--- src/core/spid_pkg.sv ---
// constants and types for the stack position and identity decoder
package spid_pkg;

    localparam int          SPID_LINES       = 4;
    localparam int          SPID_IDW         = 2;
    localparam logic [3:0]  SPID_LINES_IDLE  = 4'hF;
    localparam logic [1:0]  SPID_PROC_ID     = 2'h0;
    localparam logic [3:0]  SPID_REGION_BASE = 4'hC;
    localparam int          SPID_NIB_MSB     = 31;
    localparam int          SPID_NIB_LSB     = 28;

    typedef struct packed {
        logic [3:0] pos_meta;
        logic [3:0] pos_sync;
        logic [3:0] irq_meta;
        logic [3:0] irq_sync;
        logic [3:0] fiq_meta;
        logic [3:0] fiq_sync;
        logic [1:0] id;
        logic       valid;
        logic       irq_n;
        logic       fiq_n;
        logic       sel;
        logic [3:0] proc_pres_n;
        logic [3:0] logic_pres_n;
    } spid_state_t;

    localparam spid_state_t SPID_STATE_RST = '{
        pos_meta:     SPID_LINES_IDLE,
        pos_sync:     SPID_LINES_IDLE,
        irq_meta:     SPID_LINES_IDLE,
        irq_sync:     SPID_LINES_IDLE,
        fiq_meta:     SPID_LINES_IDLE,
        fiq_sync:     SPID_LINES_IDLE,
        id:           SPID_PROC_ID,
        valid:        1'b0,
        irq_n:        1'b1,
        fiq_n:        1'b1,
        sel:          1'b0,
        proc_pres_n:  SPID_LINES_IDLE,
        logic_pres_n: SPID_LINES_IDLE
    };

endpackage

--- src/core/spid_onehot_decode.sv ---
// active-low line group to index decoder, lowest low line wins
`timescale 1ns/1ps
module spid_onehot_decode
    import spid_pkg::*;
(
    // line group
    input  wire logic [3:0] lines_n_i,
    // result
    output logic [1:0]      index_o,
    output logic            valid_o
);

    always_comb
    begin
        index_o = 2'h0;
        valid_o = 1'b0;
        for (int i = SPID_LINES - 1; i >= 0; i--)
        begin
            if (!lines_n_i[i])
            begin
                index_o = 2'(i);
                valid_o = 1'b1;
            end
        end
    end

endmodule // spid_onehot_decode

--- src/core/spid_stack_decode.sv ---
// stack position, identity, interrupt pick, presence and region decode
// Functional notes
// - take irq and fast irq from the line pair indexed by identity
// - logic module identity comes from position; region and interrupts follow it
// - processor module always id 0; logic modules id 1 to 3
// - presence reported on separate four-line groups per module kind
// - position lines give both stack place and own address range
// - one line low per group unless extra ranges are claimed
// - logic modules decode their own region; processor does not
// - bus request and grant never pick the master
`timescale 1ns/1ps
module spid_stack_decode
    import spid_pkg::*;
#(
    parameter bit         IS_LOGIC_MODULE = 1'b1,
    parameter logic [3:0] EXTRA_CLAIM     = 4'h0
)
(
    // clock and reset
    input  wire logic       clk_i,
    input  wire logic       nrst_i,
    // stack pins
    input  wire logic [3:0] stack_position_n_i,
    input  wire logic [3:0] normal_irq_line_n_i,
    input  wire logic [3:0] fast_irq_line_n_i,
    // bus address from the local bus clock domain
    input  wire logic [31:0] bus_addr_i,
    input  wire logic        bus_addr_valid_i,
    // presence groups, open drain
    output logic [3:0]      processor_module_present_n_o,
    output logic [3:0]      processor_module_present_n_oe_o,
    output logic [3:0]      logic_module_present_n_o,
    output logic [3:0]      logic_module_present_n_oe_o,
    // unused arbitration pin, open drain
    output logic            bus_request_n_o,
    output logic            bus_request_n_oe_o,
    // decoded results
    output logic [1:0]      module_id_o,
    output logic            position_valid_o,
    output logic            irq_n_o,
    output logic            fiq_n_o,
    output logic            select_o
);

    ////////////////////////////////////////////////////////////////////
    spid_state_t state_reg;
    spid_state_t state_next;
    logic [1:0]  pos_index;
    logic        pos_found;
    logic [3:0]  own_nib;

    spid_onehot_decode u_pos_decode (
        .lines_n_i (state_reg.pos_sync),
        .index_o   (pos_index),
        .valid_o   (pos_found)
    );

    assign own_nib = SPID_REGION_BASE + {2'h0, state_reg.id};

    ////////////////////////////////////////////////////////////////////
    always_comb
    begin
        state_next          = state_reg;
        state_next.pos_meta = stack_position_n_i;
        state_next.pos_sync = state_reg.pos_meta;
        state_next.irq_meta = normal_irq_line_n_i;
        state_next.irq_sync = state_reg.irq_meta;
        state_next.fiq_meta = fast_irq_line_n_i;
        state_next.fiq_sync = state_reg.fiq_meta;
        // identity from position on logic modules; processor module fixed at id 0
        if (IS_LOGIC_MODULE)
        begin
            state_next.id    = pos_index;
            state_next.valid = pos_found
                               && (pos_index != SPID_PROC_ID);
        end
        else
        begin
            state_next.id    = SPID_PROC_ID;
            state_next.valid = pos_found;
        end
        // interrupt pair indexed by identity
        state_next.irq_n = state_reg.valid ?
                           state_reg.irq_sync[state_reg.id] : 1'b1;
        state_next.fiq_n = state_reg.valid ?
                           state_reg.fiq_sync[state_reg.id] : 1'b1;
        // presence: one low line, plus any extra claims
        state_next.proc_pres_n  = SPID_LINES_IDLE;
        state_next.logic_pres_n = SPID_LINES_IDLE;
        if (state_reg.valid)
        begin
            if (IS_LOGIC_MODULE)
            begin
                state_next.logic_pres_n = ~EXTRA_CLAIM;
                state_next.logic_pres_n[state_reg.id] = 1'b0;
            end
            else
            begin
                state_next.proc_pres_n = ~EXTRA_CLAIM;
                state_next.proc_pres_n[state_reg.id] = 1'b0;
            end
        end
        // own region decode, logic modules only
        state_next.sel = IS_LOGIC_MODULE && state_reg.valid
                         && bus_addr_valid_i
                         && (bus_addr_i[SPID_NIB_MSB:SPID_NIB_LSB]
                             == own_nib);
    end

    always_ff @(posedge clk_i or negedge nrst_i)
    begin
        if (!nrst_i)
            state_reg <= SPID_STATE_RST;
        else
            state_reg <= state_next;
    end

    ////////////////////////////////////////////////////////////////////
    assign processor_module_present_n_o    = 4'h0;
    assign processor_module_present_n_oe_o = ~state_reg.proc_pres_n;
    assign logic_module_present_n_o        = 4'h0;
    assign logic_module_present_n_oe_o     = ~state_reg.logic_pres_n;
    // single master: request never driven
    assign bus_request_n_o    = 1'b1;
    assign bus_request_n_oe_o = 1'b0;
    assign module_id_o        = state_reg.id;
    assign position_valid_o   = state_reg.valid;
    assign irq_n_o            = state_reg.irq_n;
    assign fiq_n_o            = state_reg.fiq_n;
    assign select_o           = state_reg.sel;
endmodule // spid_stack_decode

--- config.mk ---
export PLATFORM = sky130hd
export DESIGN_NAME = spid_stack_decode
export DESIGN_NICKNAME = d
export VERILOG_FILES = /design/src/core/spid_pkg.sv /design/src/core/spid_onehot_decode.sv /design/src/core/spid_stack_decode.sv
export SDC_FILE = /design/constraint.sdc
export NUM_CORES = 1
export LEC_CHECK = 0
export BUFFER_PORTS_ARGS = -buffer_cell sky130_fd_sc_hd__clkbuf_2
export CAP_MARGIN = 10
export CORE_MARGIN = 3
export CORE_UTILIZATION = 40
export CTS_BUF_LIST = sky130_fd_sc_hd__clkbuf_8
export DETAILED_ROUTE_END_ITERATION = 10
export GPL_ROUTABILITY_DRIVEN = 0
export GPL_TIMING_DRIVEN = 0
export PLACE_DENSITY = 0.75
export SLEW_MARGIN = 20
export SYNTH_ARGS = -nofsm -noshare
export SYNTH_HDL_FRONTEND = slang
export SYNTH_SLANG_ARGS = --single-unit
--- constraint.sdc ---
create_clock -name clk_i -period 1.55 [get_ports clk_i]
set_clock_uncertainty 0.2 [all_clocks]
set_input_delay 0.0775 -clock clk_i [delete_from_list [all_inputs] [get_ports clk_i]]
set_output_delay 0.0775 -clock clk_i [all_outputs]
set_load 0.01 [all_outputs]
==> qor.log, run 1 <==
INFO  hold_path      min_delay_path_depth=0
INFO  yosys          synth_enable_flop_cells=0
INFO  hold_path      min_path_type=reg2reg
INFO  global_route   grtUsageTotal=10.5%
INFO  setup_path     ff2ff_setup_slack=0.14ns
INFO  route          routed-via-count=696
INFO  power_and_ir_drop cellInternalPower=0.00152W
INFO  setup_path     worst-endpoint-required=1.55ns
INFO  outcome        status=completed
INFO  sta            report.final.slew_viol_count=0
INFO  layout         final-seq-area=888um^2
INFO  cts            cts_buffers=5
INFO  global_route   grt_pass1_wl=2660um
INFO  yosys          synth.yosys.warnings=0
INFO  cts            clk_transition_reported_paths=0.06ns
INFO  sta            final.setup.tns=0ns
INFO  setup_path     critPathKind=reg2reg
INFO  run            max-cap-violations=0
INFO  die            core-area=2780um^2
INFO  sta            grt_setup_unrepaired=no
INFO  cts            cts_root_buffer=sky130_fd_sc_hd__clkbuf_8
INFO  layout         stdcell_area=1700um^2
INFO  layout         filler_cell_count=229
INFO  die            pin_count=71
INFO  yosys          yosys_most_used_dff=sky130_fd_sc_hd__dfstp_2
INFO  power_and_ir_drop power-per-cell-area=1110nW/um^2
INFO  place          numPlacedInstances=146
INFO  yosys          netlist_area=1190um^2
INFO  yosys          synth_commonest_cells=sky130_fd_sc_hd__dfstp_2 (30), sky130_fd_sc_hd__buf_4 (16), sky130_fd_sc_hd__inv_1 (5)
INFO  setup_path     crit_start=module_id_o[0]$_DFF_PN0_
INFO  setup_path     r2r_start=module_id_o[0]$_DFF_PN0_
INFO  layout         diodes=0
INFO  sta            fin_hold_ws=0.155ns
INFO  yosys          yosys.cell_count.top_type=sky130_fd_sc_hd__dfstp_2
INFO  global_route   grt_start_max_net_pins=35
INFO  layout         largest_register_ff_count=16
INFO  yosys          sequential_to_total_area_share_from_yosys_stat=74.8%
INFO  layout         finalNetCount=187
INFO  route          drc_errors=0
INFO  sta            layout_worst_path_cycle_share=90.9%
INFO  yosys          post-synth-top-area-cell=sky130_fd_sc_hd__dfstp_2
INFO  cts            setup_fix_bufs_post_cts=0
INFO  layout         area_growth_syn_to_layout=43.3%
INFO  power_and_ir_drop netSwitchingPower=0.000373W
INFO  sta            timing.max_slew.rel_slack=50.3%
INFO  yosys          netlist_instances=75
INFO  die            die_width=60.5um
INFO  cts            cts_max_level=2
INFO  sta            setup-violations-final=0
INFO  route          final_antenna_net_count=0
INFO  route          dr.pass1.iters=2
INFO  die            start_util=42.7%
INFO  die            fp-row-count=19
INFO  power_and_ir_drop power.combinational.fraction=9.3%
INFO  route          wire_per_inst=9.97um
INFO  setup_path     rr_endpoint=irq_n_o$_DFF_PN1_
INFO  place          port-buffer-count=28
INFO  cts            cts_repair_resize_count=0
INFO  die            die_height=60.5um
INFO  setup_path     arrival=1.41ns
INFO  power_and_ir_drop seqPwrFrac=52.2%
INFO  cts            insertion_delay=0.28ns
INFO  setup_path     worstRegToRegCells=3
INFO  power_and_ir_drop irDropWorstVdd=1.07mV
INFO  cts            clock_path_buffers=2
INFO  layout         final-instance-count-excl-fill=172
INFO  layout         share_of_final_layout_standard_cells_stronger_than_drive_strength_1=61.0%
INFO  layout         multiInputGateArea=194um^2
INFO  sta            post-route-min-period=1.41ns
INFO  yosys          ys_seq_elements=34
INFO  cts            cts_tree=done
INFO  hold_path      hold_end=state_reg[16]$_DFF_PN1_
INFO  route          routed_via_density=4.05
INFO  route          drt_iter0_drc=8
INFO  power_and_ir_drop power_frac_clock=38.5%
INFO  place          hpwlAfterDp=1190um
INFO  route          finalWirelength=1710um
INFO  global_route   number_of_global_route_vias_before_repair=688
INFO  setup_path     end_kind=flip-flop
INFO  yosys          netlist-cell-type-count=17
INFO  global_route   grt_overflow=0
INFO  die            die_area=3660um^2
INFO  yosys          synth_top_area_share=66.4%
INFO  place          placed_area=1410um^2
INFO  sta            tightestPinTransition=0.746ns
INFO  cts            clkSinkCount=34
INFO  setup_path     worstPathMaxFanout=7
INFO  global_route   antenna_found_initial=0
INFO  yosys          async_reset_ff_share=100%
INFO  yosys          synth_area_leaders=sky130_fd_sc_hd__dfstp_2 (66%), sky130_fd_sc_hd__buf_4 (10%), sky130_fd_sc_hd__dfrtp_1 (8.4%)
INFO  power_and_ir_drop leakage=0.840nW
INFO  hold_path      worstHoldStart=state_next[16]$_DFF_PN1_
INFO  yosys          syn-mean-instance-area=15.8um^2
INFO  setup_path     timing.critical_path.from_type=flip-flop
INFO  sta            final-hold-violation-count=0
INFO  sta            timing.fmax=0.710GHz
INFO  power_and_ir_drop sw_frac_of_total=19.8%
-- power by group through the flow --
stage / sequential (W) / clock, W / combinational, W
after CTS: 0.000986 / 0.000757 / 0.000176
after global placement: 0.000996 / 0 / 0.000137
after floorplan: 0.000996 / 0 / 0.0000818
after detailed placement: 0.000999 / 0 / 0.000141
after global routing: 0.000990 / 0.000793 / 0.000195
final: 0.000985 / 0.000728 / 0.000176
-- final cells by class --
| class | count | share of cell area, % |
|---|---|---|
| sequential | 34 | 52.2 |
| tap | 31 | 2.28 |
| buffer | 17 | 7.72 |
| inverter | 5 | 1.10 |
| clock buffer | 8 | 6.47 |
| multi-input combinational | 31 | 11.4 |
| timing repair buffer | 46 | 18.8 |
-- worst max-delay path, stage by stage (launching register included) --
cell and delay (ns):
sky130_fd_sc_hd__dfrtp_1 0.36, sky130_fd_sc_hd__buf_6 0.13, sky130_fd_sc_hd__mux4_2 0.49, sky130_fd_sc_hd__nand2b_1 0.15
-- routing by layer --
metal | track usage [%] | vias up | routed length, um
met3 | 6.38 | 0 | 184
met4 | 4.64 | 0 | 0
met5 | 0 | - | 0
li1 | - | 335 | -
met1 | 9.48 | 325 | 554
met2 | 18.5 | 36 | 974
-- cell usage in the layout, fill, tap and decap left out --
cell / synthesis / final
sky130_fd_sc_hd__dfstp_2: 30 / 30
sky130_fd_sc_hd__clkbuf_2: 0 / 28
sky130_fd_sc_hd__dlygate4sd3_1: 0 / 18
sky130_fd_sc_hd__buf_4: 16 / 16
sky130_fd_sc_hd__conb_1: 2 / 14
sky130_fd_sc_hd__clkbuf_8: 0 / 8
sky130_fd_sc_hd__inv_1: 5 / 5
sky130_fd_sc_hd__dfrtp_1: 4 / 4
sky130_fd_sc_hd__nand2b_1: 3 / 3
sky130_fd_sc_hd__nand3b_1: 2 / 2
sky130_fd_sc_hd__a21oi_1: 2 / 2
sky130_fd_sc_hd__xor2_1: 2 / 2
sky130_fd_sc_hd__mux4_2: 2 / 2
sky130_fd_sc_hd__buf_6: 1 / 1
sky130_fd_sc_hd__or3b_2: 1 / 1
sky130_fd_sc_hd__nand2_1: 1 / 1
sky130_fd_sc_hd__a31oi_1: 1 / 1
sky130_fd_sc_hd__nand4_1: 1 / 1
sky130_fd_sc_hd__nor3_1: 1 / 1
sky130_fd_sc_hd__nand3_1: 1 / 1
-- how the worst max path moves through the flow --
| stage | endpoint | slack (ns) | depth (start not counted) |
|---|---|---|---|
| global route | irq_n_o$_DFF_PN1_ | 0.09 | 3 |
| detailed placement | irq_n_o$_DFF_PN1_ | 0.14 | 3 |
| floorplan | fiq_n_o$_DFF_PN1_ | 0.20 | 3 |
| global placement | irq_n_o$_DFF_PN1_ | 0.16 | 3 |
| finish | irq_n_o$_DFF_PN1_ | 0.14 | 3 |
| CTS | irq_n_o$_DFF_PN1_ | 0.13 | 3 |
-- logic make-up after synthesis --
| group | synth area share [%] |
|---|---|
| DFF | 74.8 |
| buffers and inverters | 12.6 |
| and+or+nand+nor | 5.27 |
| AOI/OAI and AO/OA | 1.37 |
| xor gates and xnor gates | 1.48 |
| muxes | 3.79 |
| other | 0.632 |
-- through the flow --
step	setup slack [ns]	utilization (%)	total power, W
6_report	0.141	61.2	0.00189
5_1_grt	0.0863	61.2	0.00198
4_1_cts	0.126	61.2	0.00192
3_5_place_dp	0.140	50.7	0.00114
3_3_place_gp	0.160	50.7	0.00113
2_1_floorplan	0.197	-	0.00108
-- what timing repair did --
item | in CTS | in global routing
endpoints found under the hold margin | 17 | 0
endpoints found under the setup margin | 0 | 0
hold buffers | 18 | 0
No activity file was read; power rests on OpenSTA's default activity.
==> inputs of run 2 (changes only) <==
--- a/config.mk
+++ b/config.mk
@@ -9,11 +9,11 @@
 export CAP_MARGIN = 10
 export CORE_MARGIN = 3
 export CORE_UTILIZATION = 40
-export CTS_BUF_LIST = sky130_fd_sc_hd__clkbuf_8
 export DETAILED_ROUTE_END_ITERATION = 10
 export GPL_ROUTABILITY_DRIVEN = 0
 export GPL_TIMING_DRIVEN = 0
 export PLACE_DENSITY = 0.75
+export SETUP_SLACK_MARGIN = 0.1
 export SLEW_MARGIN = 20
 export SYNTH_ARGS = -nofsm -noshare
 export SYNTH_HDL_FRONTEND = slang
==> run 2 against run 1 <==
Flip-flop and latch count is the same. Sequential power is essentially flat. Design area is 0.51% lower. Clock power down 21%. Register-to-register slack barely moved. Clock-buffer cell count is the same. Combinational power is 4% higher. Hold slack worse by 0.0099 ns. Setup slack worse by 0.0044 ns. Total power decreased by 7.6%. Global-route usage rose by 0.090 points. Critical path depth stayed put. Largest cell class unchanged.
==> qor.log, run 2 (synthesis results as in run 1) <==
INFO  die            pin_count=71 [unchanged]
INFO  setup_path     worst-endpoint-required=1.61ns [+0.06 ns]
INFO  layout         finalNetCount=189 [+1.1%]
INFO  global_route   grt_start_max_net_pins=35 [unchanged]
INFO  route          drc_errors=0 [unchanged]
INFO  route          final_antenna_net_count=0 [unchanged]
INFO  setup_path     cp_slowest_cell=sky130_fd_sc_hd__mux4_2
INFO  cts            clock_path_buffers=2 [unchanged]
INFO  power_and_ir_drop leakage=0.843nW [+0.35%]
INFO  route          drt_iter0_drc=6 [-2]
INFO  global_route   grtUsageTotal=10.5% [+0.090 points]
INFO  layout         most_common_cell_after_layout_fill_and_taps_aside=sky130_fd_sc_hd__dfstp_2
INFO  setup_path     end_kind=flip-flop
INFO  setup_path     critical_path.cell_chain=buf_6 > mux4_2 > nand2b_4
INFO  setup_path     worstRegToRegCells=3 [unchanged]
INFO  setup_path     rr_endpoint=irq_n_o$_DFF_PN1_
INFO  sta            tightestPinTransition=0.747ns [+0.00114 ns]
INFO  global_route   antenna_found_initial=0 [unchanged]
INFO  setup_path     worstPathMaxFanout=5 [-2]
INFO  setup_path     worstPathBufferInverterCount=1 [unchanged]
INFO  sta            fin_hold_ws=0.145ns [-0.00990 ns]
INFO  cts            cts_max_level=2 [unchanged]
INFO  die            fp-row-count=19 [unchanged]
INFO  power_and_ir_drop power-per-cell-area=1030nW/um^2 [-7.2%]
INFO  layout         layout.cells.most_common_list=sky130_fd_sc_hd__dfstp_2 (30), sky130_fd_sc_hd__clkbuf_2 (28), sky130_fd_sc_hd__buf_4 (18), sky130_fd_sc_hd__dlygate4sd3_1 (18), sky130_fd_sc_hd__conb_1 (14)
INFO  sta            grt_setup_unrepaired=yes
INFO  route          routed-via-count=713 [+2.4%]
INFO  place          placement.setup.worst_slack=0.140ns [unchanged]
INFO  cts            clkSinkCount=34 [unchanged]
INFO  die            die_height=60.5um [unchanged]
INFO  route          topmost_layer_with_routed_signal_wires=met4
INFO  layout         final_core_util=60.9% [-0.31 points]
INFO  setup_path     r2r_start=module_id_o[0]$_DFF_PN0_
INFO  hold_path      min_path_type=in2async
INFO  sta            layout_worst_path_cycle_share=91.2% [+0.28 points]
INFO  setup_path     critPathKind=reg2reg
INFO  setup_path     cpPeakStageDelay=0.49ns [about the same]
INFO  cts            cts_tree=done
INFO  layout         diodes=0 [unchanged]
INFO  layout         area_growth_syn_to_layout=42.6%
INFO  sta            timing.max_slew.rel_slack=50.2% [-0.076 points]
INFO  sta            post-route-worst-setup-slack=0.137ns [-0.00437 ns]
INFO  route          dr.pass1.iters=2 [unchanged]
INFO  die            core-area=2780um^2 [unchanged]
INFO  route          routed_via_density=4.10 [+1.3%]
INFO  global_route   number_of_global_route_vias_before_repair=685 [-0.44%]
INFO  global_route   grt_overflow=0 [unchanged]
INFO  cts            clk_transition_reported_paths=0.10ns [+0.04 ns]
INFO  die            die_area=3660um^2 [unchanged]
INFO  sta            final.setup.tns=0ns [unchanged]
INFO  route          met1_length=536um [-3.2%]
INFO  cts            cts_root_buffer=sky130_fd_sc_hd__clkbuf_4
INFO  layout         largest_register_ff_count=16 [unchanged]
INFO  route          wire_per_inst=9.92um [-0.46%]
INFO  setup_path     timing.critical_path.from_type=flip-flop
INFO  sta            post-route-min-period=1.41ns [+0.00436 ns]
INFO  place          hpwlAfterDp=1190um [unchanged]
INFO  outcome        status=completed
INFO  sta            report.final.slew_viol_count=0 [unchanged]
INFO  route          route.met3.wl=210um [+14%]
INFO  die            start_util=42.7% [unchanged]
INFO  global_route   grt_pass1_wl=2720um [+2.1%]
INFO  route          finalWirelength=1730um [+0.70%]
INFO  cts            cts_buffers=5 [unchanged]
INFO  sta            setup-violations-final=0 [unchanged]
INFO  die            die_width=60.5um [unchanged]
INFO  layout         share_of_final_layout_standard_cells_stronger_than_drive_strength_1=62.2% [+1.2 points]
INFO  run            max-cap-violations=0 [unchanged]
INFO  setup_path     arrival=1.47ns [+0.06 ns]
INFO  route          met2RoutedLength=964um [-1.0%]
INFO  setup_path     critPathTopFamily=multiplexers
INFO  sta            timing.fmax=0.708GHz [-0.31%]
INFO  cts            insertion_delay=0.33ns [+0.05 ns]
INFO  power_and_ir_drop irDropWorstVdd=0.890mV [-17%]
INFO  sta            final-hold-violation-count=0 [unchanged]
INFO  setup_path     ff2ff_setup_slack=0.14ns [about the same]
INFO  place          port-buffer-count=28 [unchanged]
[run 2: cell count changes in the layout (fill, tap and decap cells not counted)]
cell                       previous run  this run
sky130_fd_sc_hd__nand2b_1             3         2
sky130_fd_sc_hd__clkbuf_4             0         5
sky130_fd_sc_hd__nand2b_4             0         1
sky130_fd_sc_hd__clkbuf_8             8         3
sky130_fd_sc_hd__buf_4               16        18
[run 2: how the worst max path moves through the flow]
stage                                         from                end  depth (start not counted)
after floorplan           module_id_o[0]$_DFF_PN0_  fiq_n_o$_DFF_PN1_                          3
after global placement    module_id_o[0]$_DFF_PN0_  irq_n_o$_DFF_PN1_                          3
after detailed placement  module_id_o[0]$_DFF_PN0_  irq_n_o$_DFF_PN1_                          3
after CTS                 module_id_o[0]$_DFF_PN0_  irq_n_o$_DFF_PN1_                          3
after global routing      module_id_o[0]$_DFF_PN0_  irq_n_o$_DFF_PN1_                          3
final                     module_id_o[0]$_DFF_PN0_  irq_n_o$_DFF_PN1_                          3
[run 2: layout make-up]
| cell class | count | area (um^2) |
|---|---|---|
| plain buffers | 17 | 131 |
| flip-flops and latches | 34 | 888 |
| repair buffers | 48 | 335 |
| well taps | 31 | 38.8 |
| multi-input cells | 31 | 201 |
| inverters | 5 | 18.8 |
| fillers | 226 | 1090 |
| clock buffers | 8 | 78.8 |
[run 2: repair_timing]
item	4_1_cts	5_1_grt
endpoints found under the hold margin	17	0
setup buffers	0	2
hold buffers	18	0
resized for setup	0	1
setup endpoints to repair	0	2
[run 2: metal layers]
metal / up-vias / track usage [%]
met4: 0 / 4.64
li1: 339 / -
met1: 334 / 10.0
met5: - / 0
met3: 2 / 5.74
met2: 38 / 18.7
[run 2: report_power, final]
group	leakage (nW)	total, W	switching, W	internal (W)
registers	0.367	0.000985	0.0000215	0.000963
clock network	0.0446	0.000576	0.000266	0.000310
logic	0.431	0.000183	0.0000738	0.000110
[run 2: per-stage QoR]
stage	instances	cell area (um^2)	total power, W
global route	174	1690	0.00184
floorplan	87	1230	0.00108
finish	174	1690	0.00174
CTS	172	1670	0.00177
global placement	146	1410	0.00113
detailed placement	146	1410	0.00114
==> inputs of run 3 (changes only) <==
==> constraint.sdc (replaced) <==
create_clock -name clk_i -period 1.5 [get_ports clk_i]
set_clock_uncertainty 0.2 [all_clocks]
set_input_delay 0.075 -clock clk_i [delete_from_list [all_inputs] [get_ports clk_i]]
set_output_delay 0.075 -clock clk_i [all_outputs]
set_load 0.01 [all_outputs]
==> run 3 against run 2 <==
Sequential share of layout area is essentially flat. Critical endpoint unchanged. Routed wire length fell by 1.8%. First-iteration DRC count did not move. Register-to-register slack worse by 0.05 ns. Clock power rose by 3%. Critical path type unchanged. Maximum frequency rose by 0.28%. Hold slack better by 0.00057 ns. Critical path depth is the same. Largest cell class unchanged.
==> qor.log, run 3 (synthesis results as in run 1) <==
INFO  outcome        status=completed
INFO  layout         largest_register_ff_count=16 [unchanged]
INFO  power_and_ir_drop power-per-cell-area=1060nW/um^2 [+3.0%]
INFO  route          dr.pass1.iters=3 [+1]
INFO  power_and_ir_drop power.combinational.fraction=10.6% [about the same]
INFO  die            start_util=42.7% [unchanged]
INFO  die            die_height=60.5um [unchanged]
INFO  power_and_ir_drop cellInternalPower=0.00143W [+3.4%]
INFO  route          topmost_layer_with_routed_signal_wires=met4
INFO  setup_path     critical_path.cell_chain=buf_6 > mux4_2 > nand2b_4
INFO  layout         multiInputGateArea=204um^2 [+1.2%]
INFO  setup_path     arrival=1.47ns [about the same]
INFO  sta            tightestPinTransition=0.748ns [+0.000707 ns]
INFO  hold_path      min_path_type=in2async
INFO  global_route   number_of_global_route_vias_before_repair=685 [unchanged]
INFO  route          met2RoutedLength=931um [-3.4%]
INFO  global_route   grt_overflow=0 [unchanged]
INFO  cts            cts_tree=done
INFO  route          drc_errors=0 [unchanged]
INFO  die            die_width=60.5um [unchanged]
INFO  power_and_ir_drop irDropWorstVdd=0.915mV [+2.9%]
INFO  layout         finalNetCount=189 [unchanged]
INFO  setup_path     end_kind=flip-flop
INFO  setup_path     critPathKind=reg2reg
INFO  global_route   antenna_found_initial=0 [unchanged]
INFO  setup_path     worstPathMaxFanout=5 [unchanged]
INFO  sta            timing.fmax=0.710GHz [+0.28%]
INFO  layout         area_growth_syn_to_layout=42.9%
INFO  power_and_ir_drop seqPwrFrac=56.5% [about the same]
INFO  die            fp-row-count=19 [unchanged]
INFO  die            pin_count=71 [unchanged]
INFO  power_and_ir_drop power_frac_clock=32.9% [about the same]
INFO  cts            cts_buffers=5 [unchanged]
INFO  route          wire_per_inst=9.74um [-1.8%]
INFO  route          drt_iter0_drc=6 [unchanged]
INFO  setup_path     ff2ff_setup_slack=0.09ns [-0.05 ns]
INFO  route          routed_via_density=4.02 [-2.0%]
INFO  sta            grt_setup_unrepaired=yes
INFO  global_route   grtUsageTotal=10.5% [-0.045 points]
INFO  route          met1_length=529um [-1.3%]
INFO  power_and_ir_drop leakage=0.842nW [about the same]
INFO  power_and_ir_drop sw_frac_of_total=20.6% [-0.13 points]
INFO  sta            layout_worst_path_cycle_share=93.9% [+2.8 points]
INFO  cts            clkSinkCount=34 [unchanged]
INFO  sta            report.final.slew_viol_count=0 [unchanged]
INFO  layout         most_common_cell_after_layout_fill_and_taps_aside=sky130_fd_sc_hd__dfstp_2
INFO  layout         diodes=0 [unchanged]
INFO  global_route   grt_start_max_net_pins=35 [unchanged]
INFO  cts            clk_transition_reported_paths=0.10ns [about the same]
INFO  route          finalWirelength=1700um [-1.8%]
INFO  sta            final-hold-violation-count=0 [unchanged]
INFO  sta            final.setup.tns=0ns [unchanged]
INFO  setup_path     critPathTopFamily=multiplexers
INFO  place          placement.setup.worst_slack=0.0902ns [-0.0500 ns]
INFO  layout         share_of_final_layout_standard_cells_stronger_than_drive_strength_1=62.9% [+0.70 points]
INFO  layout         final-seq-area=890um^2 [+0.14%]
INFO  layout         layout.cells.most_common_list=sky130_fd_sc_hd__dfstp_2 (30), sky130_fd_sc_hd__clkbuf_2 (28), sky130_fd_sc_hd__buf_4 (18), sky130_fd_sc_hd__dlygate4sd3_1 (18), sky130_fd_sc_hd__conb_1 (14)
INFO  setup_path     worstPathBufferInverterCount=1 [unchanged]
INFO  cts            clock_path_buffers=2 [unchanged]
INFO  setup_path     worstRegToRegCells=3 [unchanged]
INFO  route          routed-via-count=699 [-2.0%]
INFO  setup_path     r2r_start=module_id_o[0]$_DFF_PN0_
INFO  cts            cts_root_buffer=sky130_fd_sc_hd__clkbuf_4
INFO  die            die_area=3660um^2 [unchanged]
INFO  global_route   grt_pass1_wl=2700um [-0.52%]
INFO  sta            post-route-min-period=1.41ns [-0.00400 ns]
INFO  sta            post-route-worst-setup-slack=0.0911ns [-0.0460 ns]
INFO  setup_path     worst-endpoint-required=1.56ns [-0.05 ns]
INFO  route          final_antenna_net_count=0 [unchanged]
INFO  sta            setup-violations-final=0 [unchanged]
INFO  route          route.met3.wl=212um [+0.95%]
INFO  die            core-area=2780um^2 [unchanged]
INFO  place          port-buffer-count=28 [unchanged]
INFO  setup_path     rr_endpoint=irq_n_o$_DFF_PN1_
INFO  sta            timing.max_slew.rel_slack=50.2% [about the same]
INFO  place          hpwlAfterDp=1190um [unchanged]
INFO  setup_path     cpPeakStageDelay=0.50ns [about the same]
INFO  setup_path     cp_slowest_cell=sky130_fd_sc_hd__mux4_2
INFO  setup_path     timing.critical_path.from_type=flip-flop
INFO  cts            cts_max_level=2 [unchanged]
INFO  layout         filler_cell_count=229 [+1.3%]
INFO  power_and_ir_drop netSwitchingPower=0.000371W [+2.6%]
INFO  sta            fin_hold_ws=0.145ns [+0.000574 ns]
INFO  cts            insertion_delay=0.32ns [about the same]
INFO  run            max-cap-violations=0 [unchanged]
-- run 3: layout make-up --
type,count,share of cell area [%]
sequential,34,52.4
timing repair buffer,48,19.8
multi-input combinational,31,12.0
buffer,17,7.74
clock buffer,8,4.65
tap,31,2.29
inverter,5,1.11
-- run 3: how the worst max path moves through the flow --
| stage | cells after the start | slack [ns] | startpoint | to |
|---|---|---|---|---|
| after floorplan | 3 | 0.15 | module_id_o[0]$_DFF_PN0_ | fiq_n_o$_DFF_PN1_ |
| after global placement | 3 | 0.11 | module_id_o[0]$_DFF_PN0_ | irq_n_o$_DFF_PN1_ |
| after detailed placement | 3 | 0.09 | module_id_o[0]$_DFF_PN0_ | irq_n_o$_DFF_PN1_ |
| after CTS | 3 | 0.08 | module_id_o[0]$_DFF_PN0_ | irq_n_o$_DFF_PN1_ |
| after global routing | 3 | 0.04 | module_id_o[0]$_DFF_PN0_ | irq_n_o$_DFF_PN1_ |
| final | 3 | 0.09 | module_id_o[0]$_DFF_PN0_ | irq_n_o$_DFF_PN1_ |
-- run 3: metrics by stage --
step | utilization, % | instance area, um^2 | power, W | std cells
after floorplan | - | 1230 | 0.00111 | 87
after global placement | 50.7 | 1410 | 0.00117 | 146
after detailed placement | 50.7 | 1410 | 0.00118 | 146
after CTS | 60.9 | 1690 | 0.00184 | 174
after global routing | 61.0 | 1700 | 0.00190 | 174
final | 61.0 | 1700 | 0.00180 | 174
-- run 3: per-layer routing --
layer | track usage (%) | vias to the layer above
li1 | - | 339
met1 | 10.0 | 320
met2 | 18.5 | 37
met3 | 5.74 | 3
met4 | 4.64 | 0
met5 | 0 | -
-- run 3: worst reg2reg max path, delay by kind of cell (launching register included) --
family | cells | cell delay [ns]
buffers and inverters | 1 | 0.12
DFF | 1 | 0.38
muxes | 1 | 0.50
and+or+nand+nor | 1 | 0.15
-- run 3: timing repair --
| item | in CTS | in global routing |
|---|---|---|
| hold buffers | 18 | 0 |
| buffers inserted | 2 | 0 |
| resized for setup | 2 | 1 |
| endpoints found under the setup margin | 3 | 3 |
| hold endpoints to repair | 17 | 0 |
| pin swaps | 0 | 0 |
-- run 3: power by group through the flow --
stage / sequential (W) / combinational, W / clock [W]
after CTS: 0.00102 / 0.000189 / 0.000627
final: 0.00102 / 0.000191 / 0.000593
after global routing: 0.00102 / 0.000211 / 0.000665
after global placement: 0.00103 / 0.000141 / 0
after detailed placement: 0.00103 / 0.000145 / 0
after floorplan: 0.00103 / 0.0000845 / 0
